**src/hdl/avm_pkg.sv**
```systemverilog
// Overview of operation
// - a violation captures the core's 24-bit pc; software reads it, never writes it
// - captured pc is the address of the offending instruction itself
// - after the error code is cleared the captured pc means nothing
// - every access is decoded by address into a region of a 16MB space
// - core, debug, ADCs and trigger unit share the space; accesses carry initiator
// - legality looked up by region, access kind and initiator
// - core write to reserved space legal only in special single-chip mode
// - an NVM access colliding with a running NVM command is illegal
// - every illegal core access raises a machine exception
// - illegal debug access sets the debug illegal-access flag, no exception
// - illegal ADC or trigger-unit access raises that module's error interrupt
// - illegal opcode prefetch raises a machine exception even if never executed
// - uncorrectable ECC on core, ADC or trigger access raises a machine exception
// - uncorrectable ECC on debug access sets write-fault or read-invalid flag only
// - non-zero error code freezes error code, captured pc and condition codes
// - writing 0xFFFF to the error code pair clears it and re-arms capture
// - initiator and target fields of the error code use the fixed codes
// - access type and error type fields use the fixed codes
package avm_pkg;

    localparam int AVM_AW = 24;

    typedef enum logic [2:0] {
        AVM_INI_CPU, AVM_INI_DBG, AVM_INI_ADC0, AVM_INI_ADC1, AVM_INI_TRIG
    } avm_ini_t;

    typedef enum logic [1:0] {
        AVM_ACC_OPCODE, AVM_ACC_VECTOR, AVM_ACC_LOAD, AVM_ACC_STORE
    } avm_kind_t;

    typedef enum logic [2:0] {
        AVM_RGN_REG, AVM_RGN_RSV, AVM_RGN_RSV_RO, AVM_RGN_RAM,
        AVM_RGN_EEP, AVM_RGN_IFR, AVM_RGN_PNVM, AVM_RGN_UNMAP
    } avm_rgn_t;

    // one access as it completes on the internal bus
    typedef struct packed {
        logic              valid;
        avm_ini_t          ini;
        avm_kind_t         kind;
        logic [AVM_AW-1:0] addr;
        logic              ecc_fault;
        logic              nvm_collision;
    } avm_access_t;

    // core state belonging to the instruction that owns the access
    typedef struct packed {
        logic [AVM_AW-1:0] pc;
        logic              user;
        logic              xmask;
        logic              imask;
    } avm_core_ctx_t;

    typedef struct packed {
        logic [3:0] initiator_field;
        logic [3:0] target_field;
        logic [3:0] access_type_field;
        logic [3:0] err_type;
    } avm_err_code_t;

    // register indexes; byte address is four times the index
    localparam logic [7:0] AVM_IDX_MODE = 8'h70;
    localparam logic [7:0] AVM_IDX_ECH  = 8'h80;
    localparam logic [7:0] AVM_IDX_ECL  = 8'h81;
    localparam logic [7:0] AVM_IDX_CCRH = 8'h82;
    localparam logic [7:0] AVM_IDX_CCRL = 8'h83;
    localparam logic [7:0] AVM_IDX_PCH  = 8'h84;
    localparam logic [7:0] AVM_IDX_PCM  = 8'h85;
    localparam logic [7:0] AVM_IDX_PCL  = 8'h86;

    localparam int AVM_MODC_BIT = 7;
    localparam int AVM_USER_BIT = 7;
    localparam int AVM_XMSK_BIT = 6;
    localparam int AVM_IMSK_BIT = 4;

    localparam logic [15:0]       AVM_EC_CLEAR = 16'hFFFF;
    localparam logic [15:0]       AVM_EC_RESET = 16'h0000;
    localparam logic [AVM_AW-1:0] AVM_PC_RESET = 24'h000000;

    localparam logic [3:0] AVM_ITR_NONE = 4'h0;
    localparam logic [3:0] AVM_ITR_CPU  = 4'h1;
    localparam logic [3:0] AVM_ITR_ADC0 = 4'h3;
    localparam logic [3:0] AVM_ITR_ADC1 = 4'h4;
    localparam logic [3:0] AVM_ITR_TRIG = 4'h5;

    localparam logic [3:0] AVM_TGT_NONE = 4'h0;
    localparam logic [3:0] AVM_TGT_REG  = 4'h1;
    localparam logic [3:0] AVM_TGT_RAM  = 4'h2;
    localparam logic [3:0] AVM_TGT_EEP  = 4'h3;
    localparam logic [3:0] AVM_TGT_PFL  = 4'h4;
    localparam logic [3:0] AVM_TGT_IFR  = 4'h5;

    localparam logic [3:0] AVM_ACC_F_OPC = 4'h1;
    localparam logic [3:0] AVM_ACC_F_VEC = 4'h2;
    localparam logic [3:0] AVM_ACC_F_LD  = 4'h3;
    localparam logic [3:0] AVM_ACC_F_ST  = 4'h4;

    localparam logic [3:0] AVM_ERR_ILL = 4'h1;
    localparam logic [3:0] AVM_ERR_ECC = 4'h2;

    // region map by address[23:20]; program NVM fills the upper half
    localparam logic [3:0]        AVM_PG_LOW   = 4'h0;
    localparam logic [3:0]        AVM_PG_RSVRO = 4'h1;
    localparam logic [3:0]        AVM_PG_RAM   = 4'h2;
    localparam logic [3:0]        AVM_PG_EEP   = 4'h3;
    localparam logic [3:0]        AVM_PG_IFR   = 4'h4;
    localparam logic [3:0]        AVM_PG_PNVM  = 4'h8;
    localparam logic [AVM_AW-1:0] AVM_REG_TOP  = 24'h000FFF;

endpackage

```
**src/hdl/avm_legality.sv**
```systemverilog
`timescale 1ns/1ps
`default_nettype none
module avm_legality (
    input  wire logic [23:0]       addr,
    input  wire avm_pkg::avm_ini_t  ini,
    input  wire avm_pkg::avm_kind_t kind,
    input  wire logic              special_mode,
    input  wire logic              collision,
    output avm_pkg::avm_rgn_t      rgn,
    output logic [3:0]             tgt_code,
    output logic                   illegal
);
    wire logic [3:0] page   = addr[23:20];
    wire logic       is_cpu = (ini == avm_pkg::AVM_INI_CPU);
    wire logic       is_dbg = (ini == avm_pkg::AVM_INI_DBG);
    wire logic       is_dma = !is_cpu && !is_dbg;
    // vector fetches are reads of the table, only opcodes execute
    wire logic       is_x   = (kind == avm_pkg::AVM_ACC_OPCODE);
    wire logic       is_w   = (kind == avm_pkg::AVM_ACC_STORE);
    wire logic       is_r   = !is_x && !is_w;
    logic            tbl_bad;

    assign rgn =
        (page == avm_pkg::AVM_PG_LOW) ?
            ((addr <= avm_pkg::AVM_REG_TOP) ? avm_pkg::AVM_RGN_REG
                                            : avm_pkg::AVM_RGN_RSV) :
        (page == avm_pkg::AVM_PG_RSVRO) ? avm_pkg::AVM_RGN_RSV_RO :
        (page == avm_pkg::AVM_PG_RAM)   ? avm_pkg::AVM_RGN_RAM :
        (page == avm_pkg::AVM_PG_EEP)   ? avm_pkg::AVM_RGN_EEP :
        (page == avm_pkg::AVM_PG_IFR)   ? avm_pkg::AVM_RGN_IFR :
        (page >= avm_pkg::AVM_PG_PNVM)  ? avm_pkg::AVM_RGN_PNVM :
                                          avm_pkg::AVM_RGN_UNMAP;

    wire logic is_nvm = (rgn == avm_pkg::AVM_RGN_EEP)
                     || (rgn == avm_pkg::AVM_RGN_IFR)
                     || (rgn == avm_pkg::AVM_RGN_PNVM);

    // only the core executes; any other initiator fetching code is illegal
    always_comb begin
        tbl_bad = 1'b1;
        unique case (rgn)
            avm_pkg::AVM_RGN_REG:    tbl_bad = is_dma || is_x;
            avm_pkg::AVM_RGN_RAM:    tbl_bad = is_x && !is_cpu;
            avm_pkg::AVM_RGN_EEP:    tbl_bad = is_w || (is_x && !is_cpu);
            avm_pkg::AVM_RGN_RSV:    tbl_bad = is_dma || is_x
                                      || (is_cpu && is_w && !special_mode);
            avm_pkg::AVM_RGN_RSV_RO: tbl_bad = is_dma || !is_r;
            avm_pkg::AVM_RGN_IFR:    tbl_bad = is_dma || !is_r;
            avm_pkg::AVM_RGN_PNVM:   tbl_bad = is_w || (is_x && !is_cpu);
            avm_pkg::AVM_RGN_UNMAP:  tbl_bad = 1'b1;
        endcase
    end

    assign illegal = tbl_bad || (is_nvm && collision);

    assign tgt_code =
        (rgn == avm_pkg::AVM_RGN_REG)  ? avm_pkg::AVM_TGT_REG :
        (rgn == avm_pkg::AVM_RGN_RAM)  ? avm_pkg::AVM_TGT_RAM :
        (rgn == avm_pkg::AVM_RGN_EEP)  ? avm_pkg::AVM_TGT_EEP :
        (rgn == avm_pkg::AVM_RGN_PNVM) ? avm_pkg::AVM_TGT_PFL :
        (rgn == avm_pkg::AVM_RGN_IFR)  ? avm_pkg::AVM_TGT_IFR :
                                         avm_pkg::AVM_TGT_NONE;
endmodule
`default_nettype wire

```
**src/hdl/avm_top.sv**
```systemverilog
`timescale 1ns/1ps
`default_nettype none
module avm_top #(
    parameter int PAW = 12
) (
    input  wire logic                  pclk,
    input  wire logic                  presetn,
    input  wire logic                  psel,
    input  wire logic                  penable,
    input  wire logic                  pwrite,
    input  wire logic [PAW-1:0]        paddr,
    input  wire logic [31:0]           pwdata,
    output logic [31:0]                prdata,
    output logic                       pready,
    output logic                       pslverr,
    input  wire logic                  mode_strap,
    input  wire avm_pkg::avm_access_t   access,
    input  wire avm_pkg::avm_core_ctx_t core_ctx,
    output logic                       special_mode,
    output logic                       machine_exception,
    output logic                       dbg_illegal_access_set,
    output logic                       dbg_ram_write_fault_set,
    output logic                       dbg_read_invalid_set,
    output logic                       adc0_error_irq,
    output logic                       adc1_error_irq,
    output logic                       trig_error_irq
);
    // ---------------- access classification ----------------
    avm_pkg::avm_rgn_t rgn;
    logic [3:0]        tgt_code;
    logic              illegal;
    logic              modc;

    avm_legality avm_legality_inst (
        .addr         (access.addr),
        .ini          (access.ini),
        .kind         (access.kind),
        .special_mode (special_mode),
        .collision    (access.nvm_collision),
        .rgn          (rgn),
        .tgt_code     (tgt_code),
        .illegal      (illegal)
    );

    wire logic from_cpu  = (access.ini == avm_pkg::AVM_INI_CPU);
    wire logic from_dbg  = (access.ini == avm_pkg::AVM_INI_DBG);
    wire logic from_adc0 = (access.ini == avm_pkg::AVM_INI_ADC0);
    wire logic from_adc1 = (access.ini == avm_pkg::AVM_INI_ADC1);
    wire logic from_trig = (access.ini == avm_pkg::AVM_INI_TRIG);
    wire logic is_store  = (access.kind == avm_pkg::AVM_ACC_STORE);

    // purely combinational, so a legal access sees no extra wait state
    wire logic acc_ill = access.valid && illegal;
    wire logic acc_ecc = access.valid && access.ecc_fault;

    // a prefetch shows up as an opcode fetch whether or not it executes
    assign machine_exception = (from_cpu && acc_ill)
                            || (acc_ecc && !from_dbg);
    assign dbg_illegal_access_set  = from_dbg && acc_ill;
    assign dbg_ram_write_fault_set = from_dbg && acc_ecc && is_store;
    assign dbg_read_invalid_set    = from_dbg && acc_ecc && !is_store;
    assign adc0_error_irq = from_adc0 && acc_ill;
    assign adc1_error_irq = from_adc1 && acc_ill;
    assign trig_error_irq = from_trig && acc_ill;

    // ---------------- APB decode ----------------
    wire logic [7:0] idx      = paddr[9:2];
    wire logic       apb_acc  = psel && penable;
    wire logic       apb_wr   = apb_acc && pwrite;
    wire logic       apb_setup = psel && !penable;

    wire logic hit_mode = (idx == avm_pkg::AVM_IDX_MODE);
    wire logic hit_ech  = (idx == avm_pkg::AVM_IDX_ECH);
    wire logic hit_ecl  = (idx == avm_pkg::AVM_IDX_ECL);
    wire logic hit_ccrh = (idx == avm_pkg::AVM_IDX_CCRH);
    wire logic hit_ccrl = (idx == avm_pkg::AVM_IDX_CCRL);
    wire logic hit_pch  = (idx == avm_pkg::AVM_IDX_PCH);
    wire logic hit_pcm  = (idx == avm_pkg::AVM_IDX_PCM);
    wire logic hit_pcl  = (idx == avm_pkg::AVM_IDX_PCL);
    wire logic hit_any  = hit_mode || hit_ech || hit_ecl || hit_ccrh
                       || hit_ccrl || hit_pch || hit_pcm || hit_pcl;

    assign pready  = 1'b1;
    assign pslverr = apb_acc && !hit_any;

    // ---------------- mode ----------------
    logic strap_taken;

    // modc low means special single-chip; only leaving it is allowed
    wire logic mode_wr = apb_wr && hit_mode && !modc
                      && pwdata[avm_pkg::AVM_MODC_BIT];
    assign special_mode = !modc;

    always_ff @(posedge pclk or negedge presetn) begin
        if (!presetn) begin
            strap_taken <= 1'b0;
        end else begin
            strap_taken <= 1'b1;
        end
    end

    // strap is caught on the first edge after release, not in reset
    always_ff @(posedge pclk or negedge presetn) begin
        if (!presetn) begin
            modc <= 1'b0;
        end else if (!strap_taken) begin
            modc <= mode_strap;
        end else if (mode_wr) begin
            modc <= 1'b1;
        end
    end

    // ---------------- error capture ----------------
    avm_pkg::avm_err_code_t err_code;
    logic [23:0]            cap_pc;
    logic                   cap_user;
    logic                   cap_xmask;
    logic                   cap_imask;

    wire logic ec_zero  = (err_code == avm_pkg::AVM_EC_RESET);
    wire logic ec_clear = apb_wr && (hit_ech || hit_ecl)
                       && (pwdata[15:0] == avm_pkg::AVM_EC_CLEAR);
    // debug faults go to the debug flags and never reach the record
    wire logic cap_event = (acc_ill || acc_ecc) && !from_dbg;
    // an event in the clearing cycle is kept: capture wins over clear
    wire logic do_capture = cap_event && (ec_zero || ec_clear);

    wire logic [3:0] next_itr =
        from_cpu  ? avm_pkg::AVM_ITR_CPU :
        from_adc0 ? avm_pkg::AVM_ITR_ADC0 :
        from_adc1 ? avm_pkg::AVM_ITR_ADC1 :
        from_trig ? avm_pkg::AVM_ITR_TRIG : avm_pkg::AVM_ITR_NONE;

    wire logic [3:0] next_acc =
        (access.kind == avm_pkg::AVM_ACC_OPCODE) ? avm_pkg::AVM_ACC_F_OPC :
        (access.kind == avm_pkg::AVM_ACC_VECTOR) ? avm_pkg::AVM_ACC_F_VEC :
        (access.kind == avm_pkg::AVM_ACC_LOAD)   ? avm_pkg::AVM_ACC_F_LD :
                                                   avm_pkg::AVM_ACC_F_ST;

    // an illegal access outranks an ECC fault in the same access
    wire logic [3:0] next_err = acc_ill ? avm_pkg::AVM_ERR_ILL
                                        : avm_pkg::AVM_ERR_ECC;

    wire avm_pkg::avm_err_code_t next_err_code =
        '{next_itr, tgt_code, next_acc, next_err};

    always_ff @(posedge pclk or negedge presetn) begin
        if (!presetn) begin
            err_code <= avm_pkg::AVM_EC_RESET;
        end else if (do_capture) begin
            err_code <= next_err_code;
        end else if (ec_clear) begin
            err_code <= avm_pkg::AVM_EC_RESET;
        end
    end

    // pc and ccr are left alone on clear; they mean nothing until next fault
    always_ff @(posedge pclk or negedge presetn) begin
        if (!presetn) begin
            cap_pc    <= avm_pkg::AVM_PC_RESET;
            cap_user  <= 1'b0;
            cap_xmask <= 1'b0;
            cap_imask <= 1'b0;
        end else if (do_capture) begin
            cap_pc    <= core_ctx.pc;
            cap_user  <= core_ctx.user;
            cap_xmask <= core_ctx.xmask;
            cap_imask <= core_ctx.imask;
        end
    end

    // ---------------- read data ----------------
    logic [7:0] ccrh_val;
    logic [7:0] ccrl_val;

    always_comb begin
        ccrh_val = 8'h00;
        ccrl_val = 8'h00;
        ccrh_val[avm_pkg::AVM_USER_BIT] = cap_user;
        ccrl_val[avm_pkg::AVM_XMSK_BIT] = cap_xmask;
        ccrl_val[avm_pkg::AVM_IMSK_BIT] = cap_imask;
    end

    wire logic [7:0] mode_val = {modc, 7'h00};
    wire logic [7:0] ech_val  = {err_code.initiator_field,
                                 err_code.target_field};
    wire logic [7:0] ecl_val  = {err_code.access_type_field,
                                 err_code.err_type};

    // captured pc bytes are read only: writes to them are dropped
    wire logic [7:0] rd_byte =
        hit_mode ? mode_val :
        hit_ech  ? ech_val :
        hit_ecl  ? ecl_val :
        hit_ccrh ? ccrh_val :
        hit_ccrl ? ccrl_val :
        hit_pch  ? cap_pc[23:16] :
        hit_pcm  ? cap_pc[15:8] :
        hit_pcl  ? cap_pc[7:0] : 8'h00;

    // data latched in setup so prdata comes from a flop in the access phase
    always_ff @(posedge pclk or negedge presetn) begin
        if (!presetn) begin
            prdata <= 32'h00000000;
        end else if (apb_setup && !pwrite) begin
            prdata <= {24'h000000, rd_byte};
        end
    end
endmodule
`default_nettype wire

```
**config.mk**
```make
export PLATFORM = sky130hd
export DESIGN_NAME = avm_top
export DESIGN_NICKNAME = d
export VERILOG_FILES = /design/src/hdl/avm_pkg.sv /design/src/hdl/avm_legality.sv /design/src/hdl/avm_top.sv
export SDC_FILE = /design/constraint.sdc
export NUM_CORES = 1
export LEC_CHECK = 0
export BUFFER_PORTS_ARGS = -buffer_cell sky130_fd_sc_hd__buf_4
export CORE_UTILIZATION = 40
export DETAILED_ROUTE_END_ITERATION = 10
export GPL_TIMING_DRIVEN = 1
export PLACE_DENSITY = 0.77
export SLEW_MARGIN = 0
export SYNTH_ARGS = -nofsm -noshare
export SYNTH_HDL_FRONTEND = slang
export SYNTH_SLANG_ARGS = --single-unit
export TNS_END_PERCENT = 50
```
**constraint.sdc**
```tcl
create_clock -name pclk -period 3.15 [get_ports pclk]
set_clock_uncertainty 0.1 [all_clocks]
set_input_delay 0.315 -clock pclk [delete_from_list [all_inputs] [get_ports pclk]]
set_output_delay 0.315 -clock pclk [all_outputs]
set_load 0.02 [all_outputs]
```
==> results of run 1 <==
## power by group
part / total [mW] / switching, mW / internal, mW / leakage, nW
sequential: 1.01 / 0.159 / 0.855 / 0.609
clock: 0.339 / 0.188 / 0.151 / 0.0410
combinational: 0.623 / 0.247 / 0.376 / 1.18
## cell families after synthesis
family / after synthesis / synth area share [%]
AOI/OAI and AO/OA: 56 / 12.96
xor gates and xnor gates: 2 / 0.5948
adders and majority gates: 4 / 1.699
buffers and inverters: 47 / 9.728
DFF: 48 / 40.78
muxes: 37 / 16.27
other: 2 / 0.2550
and+or+nand+nor: 100 / 17.72
## critical path: stages, from the launching register on
cell and delay [ps]:
dfrtp_1 360, inv_1 90, or3_1 330, a311oi_1 320, o311ai_1 260, nor4b_1 320
buf_4 190
## layer usage
metal,share of wire [%],vias up,routed length [microns]
met5,0,-,0
met4,2.3,0,152
met2,48,102,3229
li1,-,1175,-
met1,43,1117,2892
met3,5.9,14,395
## layout make-up
type | count | area [sq um] | area share (%)
clock buffers | 6 | 72.57 | 1.959
repair buffers | 97 | 730.7 | 19.73
clock inverters | 1 | 5.005 | 0.1351
multi-input cells | 225 | 1548 | 41.79
flip-flops and latches | 48 | 1201 | 32.43
inverters | 7 | 26.28 | 0.7095
well taps | 96 | 120.1 | 3.243
## what timing repair did
action                                 in CTS  in global routing
setup endpoints to repair                   0                  0
hold buffers                                1                  0
endpoints found under the hold margin      48                  0
## per-stage QoR
| step | hold WS, ps | utilization (%) | total power [mW] | setup WS, ps | area (sq um) |
|---|---|---|---|---|---|
| final | 140.1 | 53.33 | 1.976 | 555.7 | 3704 |
| after floorplan | -80.59 | - | 1.450 | 510.0 | 3035 |
| after global placement | 246.1 | 52.07 | 1.618 | 430.5 | 3616 |
| after global routing | 126.9 | 53.33 | 2.110 | 335.0 | 3704 |
| after detailed placement | 256.0 | 52.07 | 1.648 | 395.8 | 3616 |
| after CTS | 132.0 | 53.33 | 1.987 | 557.4 | 3704 |
## flip-flops by register name, summed over array words and instances, names as in the netlist
name	count
cap_imask	1
cap_xmask	1
modc	1
cap_user	1
strap_taken	1
ech_val	6
cap_pc	24
ecl_val	5
prdata	8
## placed cells by master, fill, tap and decap left out, drive strengths merged, types with 2 or more instances in the layout
cell type / count
or3b: 2
o21ai: 23
inv: 7
o31ai: 2
clkbuf: 6
buf: 96
nor3: 6
a21o: 3
nor2: 19
nor4: 5
a22oi: 4
xnor2: 2
nor4b: 2
nand2b: 6
nor2b: 3
a221oi: 2
mux2: 27
nand4: 4
ha: 4
nand2: 38
o41ai: 5
conb: 26
mux2i: 10
dfrtp: 48
a21oi: 8
nand3: 6
## final timing paths
check / from / to / cells after the start / slack [ps]
min in group asynchronous: presetn / cap_pc[1]$_DFFE_PN0P_ / 2 / 460
worst max-delay path: modc$_DFFE_PN0P_ / trig_error_irq / 6 / 560
max in group asynchronous: presetn / cap_pc[16]$_DFFE_PN0P_ / 2 / 2090
worst max register to register: modc$_DFFE_PN0P_ / cap_pc[9]$_DFFE_PN0P_ / 7 / 860
worst min register to register: strap_taken$_DFF_PN0_ / modc$_DFFE_PN0P_ / 1 / 340
worst min-delay path: core_ctx[4] / cap_pc[1]$_DFFE_PN0P_ / 2 / 140
==> impl_metrics.tcl, run 1 <==
set metrics [dict create \
    numPortBuffers 93 \
    synth_area_leaders "dfrtp_1, mux2_4, buf_4" \
    synth_edf_count 0 \
    grt_overflow 0 \
    die_area_sq_um 7711 \
    crit_fanout 6 \
    rows 30 \
    cts_num_sinks 48 \
    critPathKind "reg -> out" \
    nFillCells 633 \
    vdd_drop_max_uv 224.4 \
    tightestPinTransition_ps 829.0 \
    cts_buffer_depth 2 \
    clock_latency_ps 300 \
    worst_setup_path_end_kind "output pin" \
    routabilityCongestion 0.8458 \
    synth_area_per_cell_sq_um 9.950 \
    ys.flop_type "dfrtp_1" \
    grt_pass1_wl_mm 10.76 \
    setup_viol 0 \
    antenna_found_initial 0 \
    power_density_nw_per_um2 533.6 \
    num_vias 2408 \
    yosys_warnings 0 \
    grt_start_max_net_pins 49 \
    hold_path_class "in -> reg" \
    post_cts_resized 0 \
    synth_seq_area_share_pct 40.78 \
    postCtsSetupBuffers 0 \
    area_delta_synth_final_pct 25.74 \
    routed_wl_mm 6.669 \
    worstPathArrival_ps 2180 \
    netlist_area_sq_um 2945 \
    root_buffer "clkbuf_8" \
    rsz0062_at_grt "false" \
    grt_use_met3_pct 4.053 \
    ioPinCount 151 \
    synth_commonest_cells "dfrtp_1, nand2_1, buf_4, o21ai_0, mux2_4" \
    drc 0 \
    diodes 0 \
    worstSetupStartpointType "flop" \
    synth_cells 296 \
    die_x_microns 87.81 \
    cts_tree "done" \
    max_freq_ghz 0.3855 \
    gr-max-usage-layer "met2" \
    grt_pass1_vias 2310 \
    met2_usage_pct 28.19 \
    fin_cells 480 \
    status "finished clean" \
    cts-htree-levels 2 \
    max-cap-violations 0 \
    clk_pin_slew_ps 80 \
    yosysMostFrequentCell "dfrtp_1" \
    synth_largest_area_cell "dfrtp_1" \
    initial_core_util_pct 42.41 \
    place_inst 472 \
    max_slew_margin_pct 43.86 \
    grtUsageTotal_pct 18.02 \
    period_share_pct 82.36 \
    synth_seq_cells 48 \
    fin_crit_ps 2594 \
    drt_iter0_markers 125 \
    dr.pass1.iters 4 \
    slew_viol_final 0 \
    synth_top_area_share_pct 40.78 \
    viasPerCell 5.017 \
    leakage_nw 1.825 \
    wl_per_cell_microns 13.89 \
    die_y_microns 87.81 \
    synthArstFlopShare_pct 100.0 \
    setup_tns_ps 0 \
    required_ps 2730 \
    hold_violations 0 \
    layout-drive-gt1-share_pct 35.68 \
    synth_cell_types 51 \
    hpwlAfterDp_mm 5.161 \
    numCtsBuffers 5 \
    core-area_sq_um 6944 \
    nets 497 \
    ant_nets 0 \
    use_met1_pct 24.73 \
]
(Power assumes the default switching activity.)
==> inputs of run 2 (changes only) <==
--- a/config.mk
+++ b/config.mk
@@ -5,11 +5,12 @@
 export SDC_FILE = /design/constraint.sdc
 export NUM_CORES = 1
 export LEC_CHECK = 0
+export ABC_AREA = 1
 export BUFFER_PORTS_ARGS = -buffer_cell sky130_fd_sc_hd__buf_4
 export CORE_UTILIZATION = 40
 export DETAILED_ROUTE_END_ITERATION = 10
 export GPL_TIMING_DRIVEN = 1
-export PLACE_DENSITY = 0.77
+export PLACE_DENSITY = 0.79
 export SLEW_MARGIN = 0
 export SYNTH_ARGS = -nofsm -noshare
 export SYNTH_HDL_FRONTEND = slang
==> constraint.sdc (replaced) <==
create_clock -name pclk -period 2.2 [get_ports pclk]
set_clock_uncertainty 0.1 [all_clocks]
set_input_delay 0.22 -clock pclk [delete_from_list [all_inputs] [get_ports pclk]]
set_output_delay 0.22 -clock pclk [all_outputs]
set_load 0.02 [all_outputs]
==> run 2 against run 1 <==
- count of clock-buffer cells in the layout up 1
- critical path depth up 5
- total power up 42%
- synthesized cell count up 39%
- largest cell class unchanged
- combinational power up 27%
- non-clock buffer count up 6
==> impl_metrics.tcl, run 2 <==
set metrics [dict create \
    fin_crit_ps 2020 \
    hold_violations 0 \
    critPathKind "reg -> out" \
    antenna_found_initial 0 \
    cts_buffer_depth 2 \
    status "finished clean" \
    path_common_cell "nand2_1" \
    max_slew_margin_pct 60.17 \
    diodes 0 \
    grt_pass1_vias 2908 \
    initial_core_util_pct 42.04 \
    numPortBuffers 93 \
    total_power_mw 2.802 \
    synth_cells 410 \
    cp_slowest_stage_delay_ps 410 \
    ys.flop_type "dfrtp_1" \
    clk_pin_slew_ps 80 \
    period_share_pct 91.84 \
    synth_edf_count 0 \
    layout-drive-gt1-share_pct 26.63 \
    top_register "cap_pc" \
    worst_hold_slack_ps 40.74 \
    ant_nets 0 \
    routed_wl_mm 7.462 \
    clock_latency_ps 300 \
    place_inst 597 \
    synth_area_per_cell_sq_um 7.556 \
    wl_per_cell_microns 12.31 \
    fin_cells 606 \
    synth_top_area_share_pct 38.77 \
    die_x_microns 90.01 \
    final_cell_mix "nand2_1, buf_4, nand3_1" \
    core-area_sq_um 7370 \
    numCtsBuffers 5 \
    reg2reg_slack_ps 370 \
    grt_pass1_wl_mm 12.65 \
    cp_cell_sequence "nand2_1, o21ai_0, inv_1, nand3_1, nand2_1, nand2_1, nand2_1, nand2_2, nand2_4, nor4_4, buf_4" \
    worstSetupStartpointType "flop" \
    cts_num_sinks 48 \
    synth_largest_area_cell "dfrtp_1" \
    dr.pass1.iters 4 \
    grt_overflow 0 \
    grtUsageTotal_pct 19.09 \
    largest_register_ffs 24 \
    die_y_microns 90.01 \
    rows 31 \
    yosysMostFrequentCell "nand2_1" \
    synth_cell_types 37 \
    crit_fanout 6 \
    synth_seq_cells 48 \
    max-cap-violations 0 \
    crit_family "simple AND/OR/NAND/NOR gates" \
    drc 0 \
    die_area_sq_um 8101 \
    slew_viol_final 0 \
    grt_start_max_net_pins 49 \
    leakage_nw 2.078 \
    hold_path_class "in -> reg" \
    nets 619 \
    drt_iter0_markers 140 \
    setup_viol 0 \
    vdd_drop_max_uv 280.3 \
    routabilityCongestion 0.8530 \
    setup_tns_ps 0 \
    yosys_warnings 0 \
    netlist_area_sq_um 3098 \
    synthArstFlopShare_pct 100.0 \
    layout_commonest_cell "nand2_1" \
    synth_area_leaders "dfrtp_1, nand2_1, nand3_1" \
    synth_commonest_cells "nand2_1, nand3_1, dfrtp_1, inv_1, buf_4" \
    rsz0062_at_grt "false" \
    root_buffer "clkbuf_8" \
    worstPathArrival_ps 1700 \
    hpwlAfterDp_mm 5.856 \
    area_delta_synth_final_pct 26.29 \
    synth_seq_area_share_pct 38.77 \
    power_density_nw_per_um2 716.1 \
    num_vias 3021 \
    ioPinCount 151 \
    viasPerCell 4.985 \
    cts_tree "done" \
    worst-path-buf-inv 2 \
    tightestPinTransition_ps 597.4 \
    slowest_stage "dfrtp_2" \
    max_freq_ghz 0.4949 \
    cts-htree-levels 2 \
    required_ps 1880 \
    worst_setup_path_end_kind "output pin" \
]
[run 2: cell count changes after synthesis, moves of 9 or more]
| cell | before | now |
|---|---|---|
| mux2i_1 | 10 | 0 |
| clkbuf_1 | 11 | 1 |
| nand4_1 | 4 | 13 |
| o21ai_0 | 23 | 13 |
| mux2_4 | 20 | 0 |
| inv_1 | 7 | 29 |
| nand3_1 | 5 | 59 |
| nand2_1 | 38 | 126 |
[run 2: worst register-to-register path, stage by stage (launching register included)]
cell,delay [ps]
dfrtp_2,410
nand2_1,60
o21ai_0,150
inv_1,60
nand3_1,70
nand2_1,60
nand2_1,60
nand2_1,60
nand2_2,80
nand2_4,90
nand2_4,170
nand2_8,190
a21boi_0,210
[run 2: metrics by stage]
stage | worst slack [ps] | instance area, sq um | util (%)
floorplan | 122.8 | 3188 | -
global placement | 224.9 | 3787 | 51.39
detailed placement | 171.4 | 3787 | 51.39
CTS | 78.57 | 3891 | 52.80
global route | 9.622 | 3913 | 53.09
finish | 179.5 | 3913 | 53.09
[run 2: final cells by class]
class,instances,area (sq um)
timing repair buffer,103,788.3
multi-input combinational,316,1584
fill,720,3457
tap,99,123.9
inverter,32,120.1
sequential,48,1202
clock buffer,7,86.33
clock inverter,1,7.507
[run 2: layer usage]
layer  wire (microns)  GRT usage (%)  vias up
met5                0              0        -
met2             3622          32.63      124
met1             3211          23.78     1388
met4              161          7.661        0
met3              467          3.384       13
li1                 -              -     1496
[run 2: logic make-up (layout without fill, tap and decap cells)]
logic type	after synthesis	after routing	share of synthesized area (%)
other	2	26	0.2424
adders and majority gates	4	4	1.616
and+or+nand+nor	253	253	38.81
AOI/OAI and AO/OA	33	33	6.907
buffers and inverters	70	143	13.65
DFF	48	48	38.77
[run 2: what timing repair did]
action | in CTS | in global routing
setup buffers | 0 | 0
endpoints found under the hold margin | 48 | 0
hold buffers | 1 | 0
endpoints found under the setup margin | 0 | 3
gates resized for setup | 0 | 4
[run 2: worst paths after layout]
check,start,depth (start not counted),end
worst max-delay path,modc$_DFFE_PN0P_,11,adc0_error_irq
worst min-delay path,core_ctx[9],3,cap_pc[6]$_DFFE_PN0P_
worst max register to register,modc$_DFFE_PN0P_,12,ecl_val[1]$_DFFE_PN0P_
worst min register to register,strap_taken$_DFF_PN0_,1,modc$_DFFE_PN0P_
max in group asynchronous,presetn,2,modc$_DFFE_PN0P_
min in group asynchronous,presetn,2,cap_pc[19]$_DFFE_PN0P_
[run 2: power by group]
group	total [mW]	switching, mW	internal (mW)
Combinational	0.793	0.453	0.340
Sequential	1.46	0.234	1.23
Clock	0.545	0.290	0.256
==> inputs of run 3 (changes only) <==
--- a/config.mk
+++ b/config.mk
@@ -5,12 +5,11 @@
 export SDC_FILE = /design/constraint.sdc
 export NUM_CORES = 1
 export LEC_CHECK = 0
-export ABC_AREA = 1
 export BUFFER_PORTS_ARGS = -buffer_cell sky130_fd_sc_hd__buf_4
 export CORE_UTILIZATION = 40
 export DETAILED_ROUTE_END_ITERATION = 10
 export GPL_TIMING_DRIVEN = 1
-export PLACE_DENSITY = 0.79
+export PLACE_DENSITY = 0.8
 export SLEW_MARGIN = 0
 export SYNTH_ARGS = -nofsm -noshare
 export SYNTH_HDL_FRONTEND = slang
==> run 3 against run 2 <==
- the flow now finishes with violations (setup timing)
- total power rose by 12%
- critical path depth is 4 lower
- setup slack got worse by 330 ps
- sequential power about the same
- die area shrank 4.8%
- sequential share of layout area is 1.6 points lower
- critical endpoint is now adc1_error_irq
- largest power group unchanged
==> impl_metrics.tcl, run 3 (same netlist as run 1, synthesis figures left out) <==
set metrics [dict create \
    max_freq_ghz 0.4249 \
    num_vias 2600 \
    final_cell_mix "buf_4, dfrtp_1, nand2_1" \
    slew_viol_final 0 \
    worst_setup_path_end_kind "output pin" \
    numPortBuffers 93 \
    violations "setup timing" \
    cts_buffer_depth 2 \
    routabilityCongestion 0.8542 \
    post-route-util_pct 59.33 \
    viasPerCell 5.098 \
    top_register "cap_pc" \
    cts_tree "done" \
    hold_violations 0 \
    crit_fanout 4 \
    worst_hold_slack_ps 34.18 \
    die_y_microns 87.81 \
    nFillCells 585 \
    place_ws_ps -250.2 \
    antenna_found_initial 0 \
    vdd_drop_max_uv 286.0 \
    dr.pass1.iters 4 \
    max_slew_margin_pct 60.47 \
    layout-drive-gt1-share_pct 43.48 \
    largest_register_ffs 24 \
    grt_pass1_vias 2404 \
    cp_slowest_stage_delay_ps 370 \
    critPathKind "reg -> out" \
    wl_per_cell_microns 14.40 \
    total_power_mw 3.144 \
    grt_overflow 0 \
    diodes 0 \
    power_density_nw_per_um2 763.1 \
    finalWorstSetupSlack_ps -153.7 \
    die_x_microns 87.81 \
    rsz0062_at_grt "true" \
    period_share_pct 107.0 \
    nets 526 \
    setup_viol 17 \
    max-cap-violations 0 \
    leakage_nw 2.034 \
    layout_commonest_cell "buf_4" \
    place_inst 498 \
    required_ps 1880 \
    ioPinCount 151 \
    status "finished, violations left" \
    worst-path-buf-inv 3 \
    die_area_sq_um 7711 \
    area_delta_synth_final_pct 39.89 \
    path_common_cell "buf_4" \
    hpwlAfterDp_mm 5.468 \
    cts_num_sinks 48 \
    crit_family "simple AND/OR/NAND/NOR gates" \
    drc 0 \
    root_buffer "clkbuf_8" \
    grt_pass1_wl_mm 11.07 \
    clock_latency_ps 310 \
    drt_iter0_markers 117 \
    slowest_stage "dfrtp_1" \
    core-area_sq_um 6944 \
    grt_start_max_net_pins 49 \
    clk_pin_slew_ps 90 \
    tightestPinTransition_ps 593.0 \
    grtUsageTotal_pct 18.31 \
    hold_path_class "in -> reg" \
    initial_core_util_pct 42.41 \
    routed_wl_mm 7.342 \
    cp_cell_sequence "inv_2, or3_4, a311oi_4, o311ai_4, buf_4, nor3_2, buf_4" \
    ant_nets 0 \
    fin_crit_ps 2354 \
    worstSetupStartpointType "flop" \
    fin_cells 510 \
    numCtsBuffers 5 \
    rows 30 \
    cts-htree-levels 2 \
    worstPathArrival_ps 2030 \
]
## run 3: changes by cell type in the layout (fill, tap and decap cells not counted), sizes merged, moves of 7 or more
cell,change
inv,-24
nand2,-94
mux2i,+10
o211ai,-7
buf,+21
nand4,-9
mux2,+27
nand3,-58
nor2,-9
o21ai,+8
## run 3: cell type report
| type | instances | area, sq um | area share [%] |
|---|---|---|---|
| timing repair buffer | 126 | 1016 | 24.66 |
| clock inverter | 1 | 30.03 | 0.7288 |
| tap | 96 | 120.1 | 2.915 |
| clock buffer | 7 | 96.34 | 2.338 |
| inverter | 7 | 26.28 | 0.6377 |
| sequential | 48 | 1201 | 29.15 |
| multi-input combinational | 225 | 1630 | 39.57 |
## run 3: final timing paths
path,slack [ps],from,cells after the start,to
hold reg to reg,370,strap_taken$_DFF_PN0_,1,modc$_DFFE_PN0P_
setup / recovery,-150,modc$_DFFE_PN0P_,7,adc1_error_irq
setup reg to reg,-20,modc$_DFFE_PN0P_,8,cap_user$_DFFE_PN0P_
max in group asynchronous,1240,presetn,2,modc$_DFFE_PN0P_
hold / removal,30,core_ctx[19],2,cap_pc[16]$_DFFE_PN0P_
min in group asynchronous,350,presetn,2,cap_pc[22]$_DFFE_PN0P_
## run 3: stage by stage
stage                     instance area [sq um]  TNS (ps)
after floorplan                            3053     -1576
after global placement                     3835     -5819
after detailed placement                   3835     -7150
after CTS                                  4008    -476.0
after global routing                       4120     -2880
final                                      4120    -755.7
## run 3: power by group
group,internal [mW],switching (mW),total [mW]
Sequential,1.22,0.235,1.46
Clock,0.401,0.299,0.701
Combinational,0.594,0.391,0.985
Total,2.22,0.925,3.14
## run 3: metal layers
metal	vias up	share of wire [%]	wire length (microns)	global-route usage [%]
met5	-	0	0	0
met2	98	50	3679	31.64
li1	1232	-	-	-
met1	1249	41	3044	23.31
met4	0	2.6	193	6.110
met3	21	5.8	425	2.922
## run 3: worst reg2reg max path, cell delays in order, from the launching register on
cell	delay (ps)
dfrtp_1	370
inv_2	60
or3_4	340
a311oi_4	330
or2_1	190
o31ai_4	70
buf_12	150
clkbuf_16	180
mux2_4	300
## run 3: timing repair
item	CTS	global route
pin swaps	1	2
hold endpoints to repair	48	0
hold buffers	1	0
setup endpoints to repair	5	28
buffers inserted	0	1
gates resized for setup	9	6
cloned	0	2
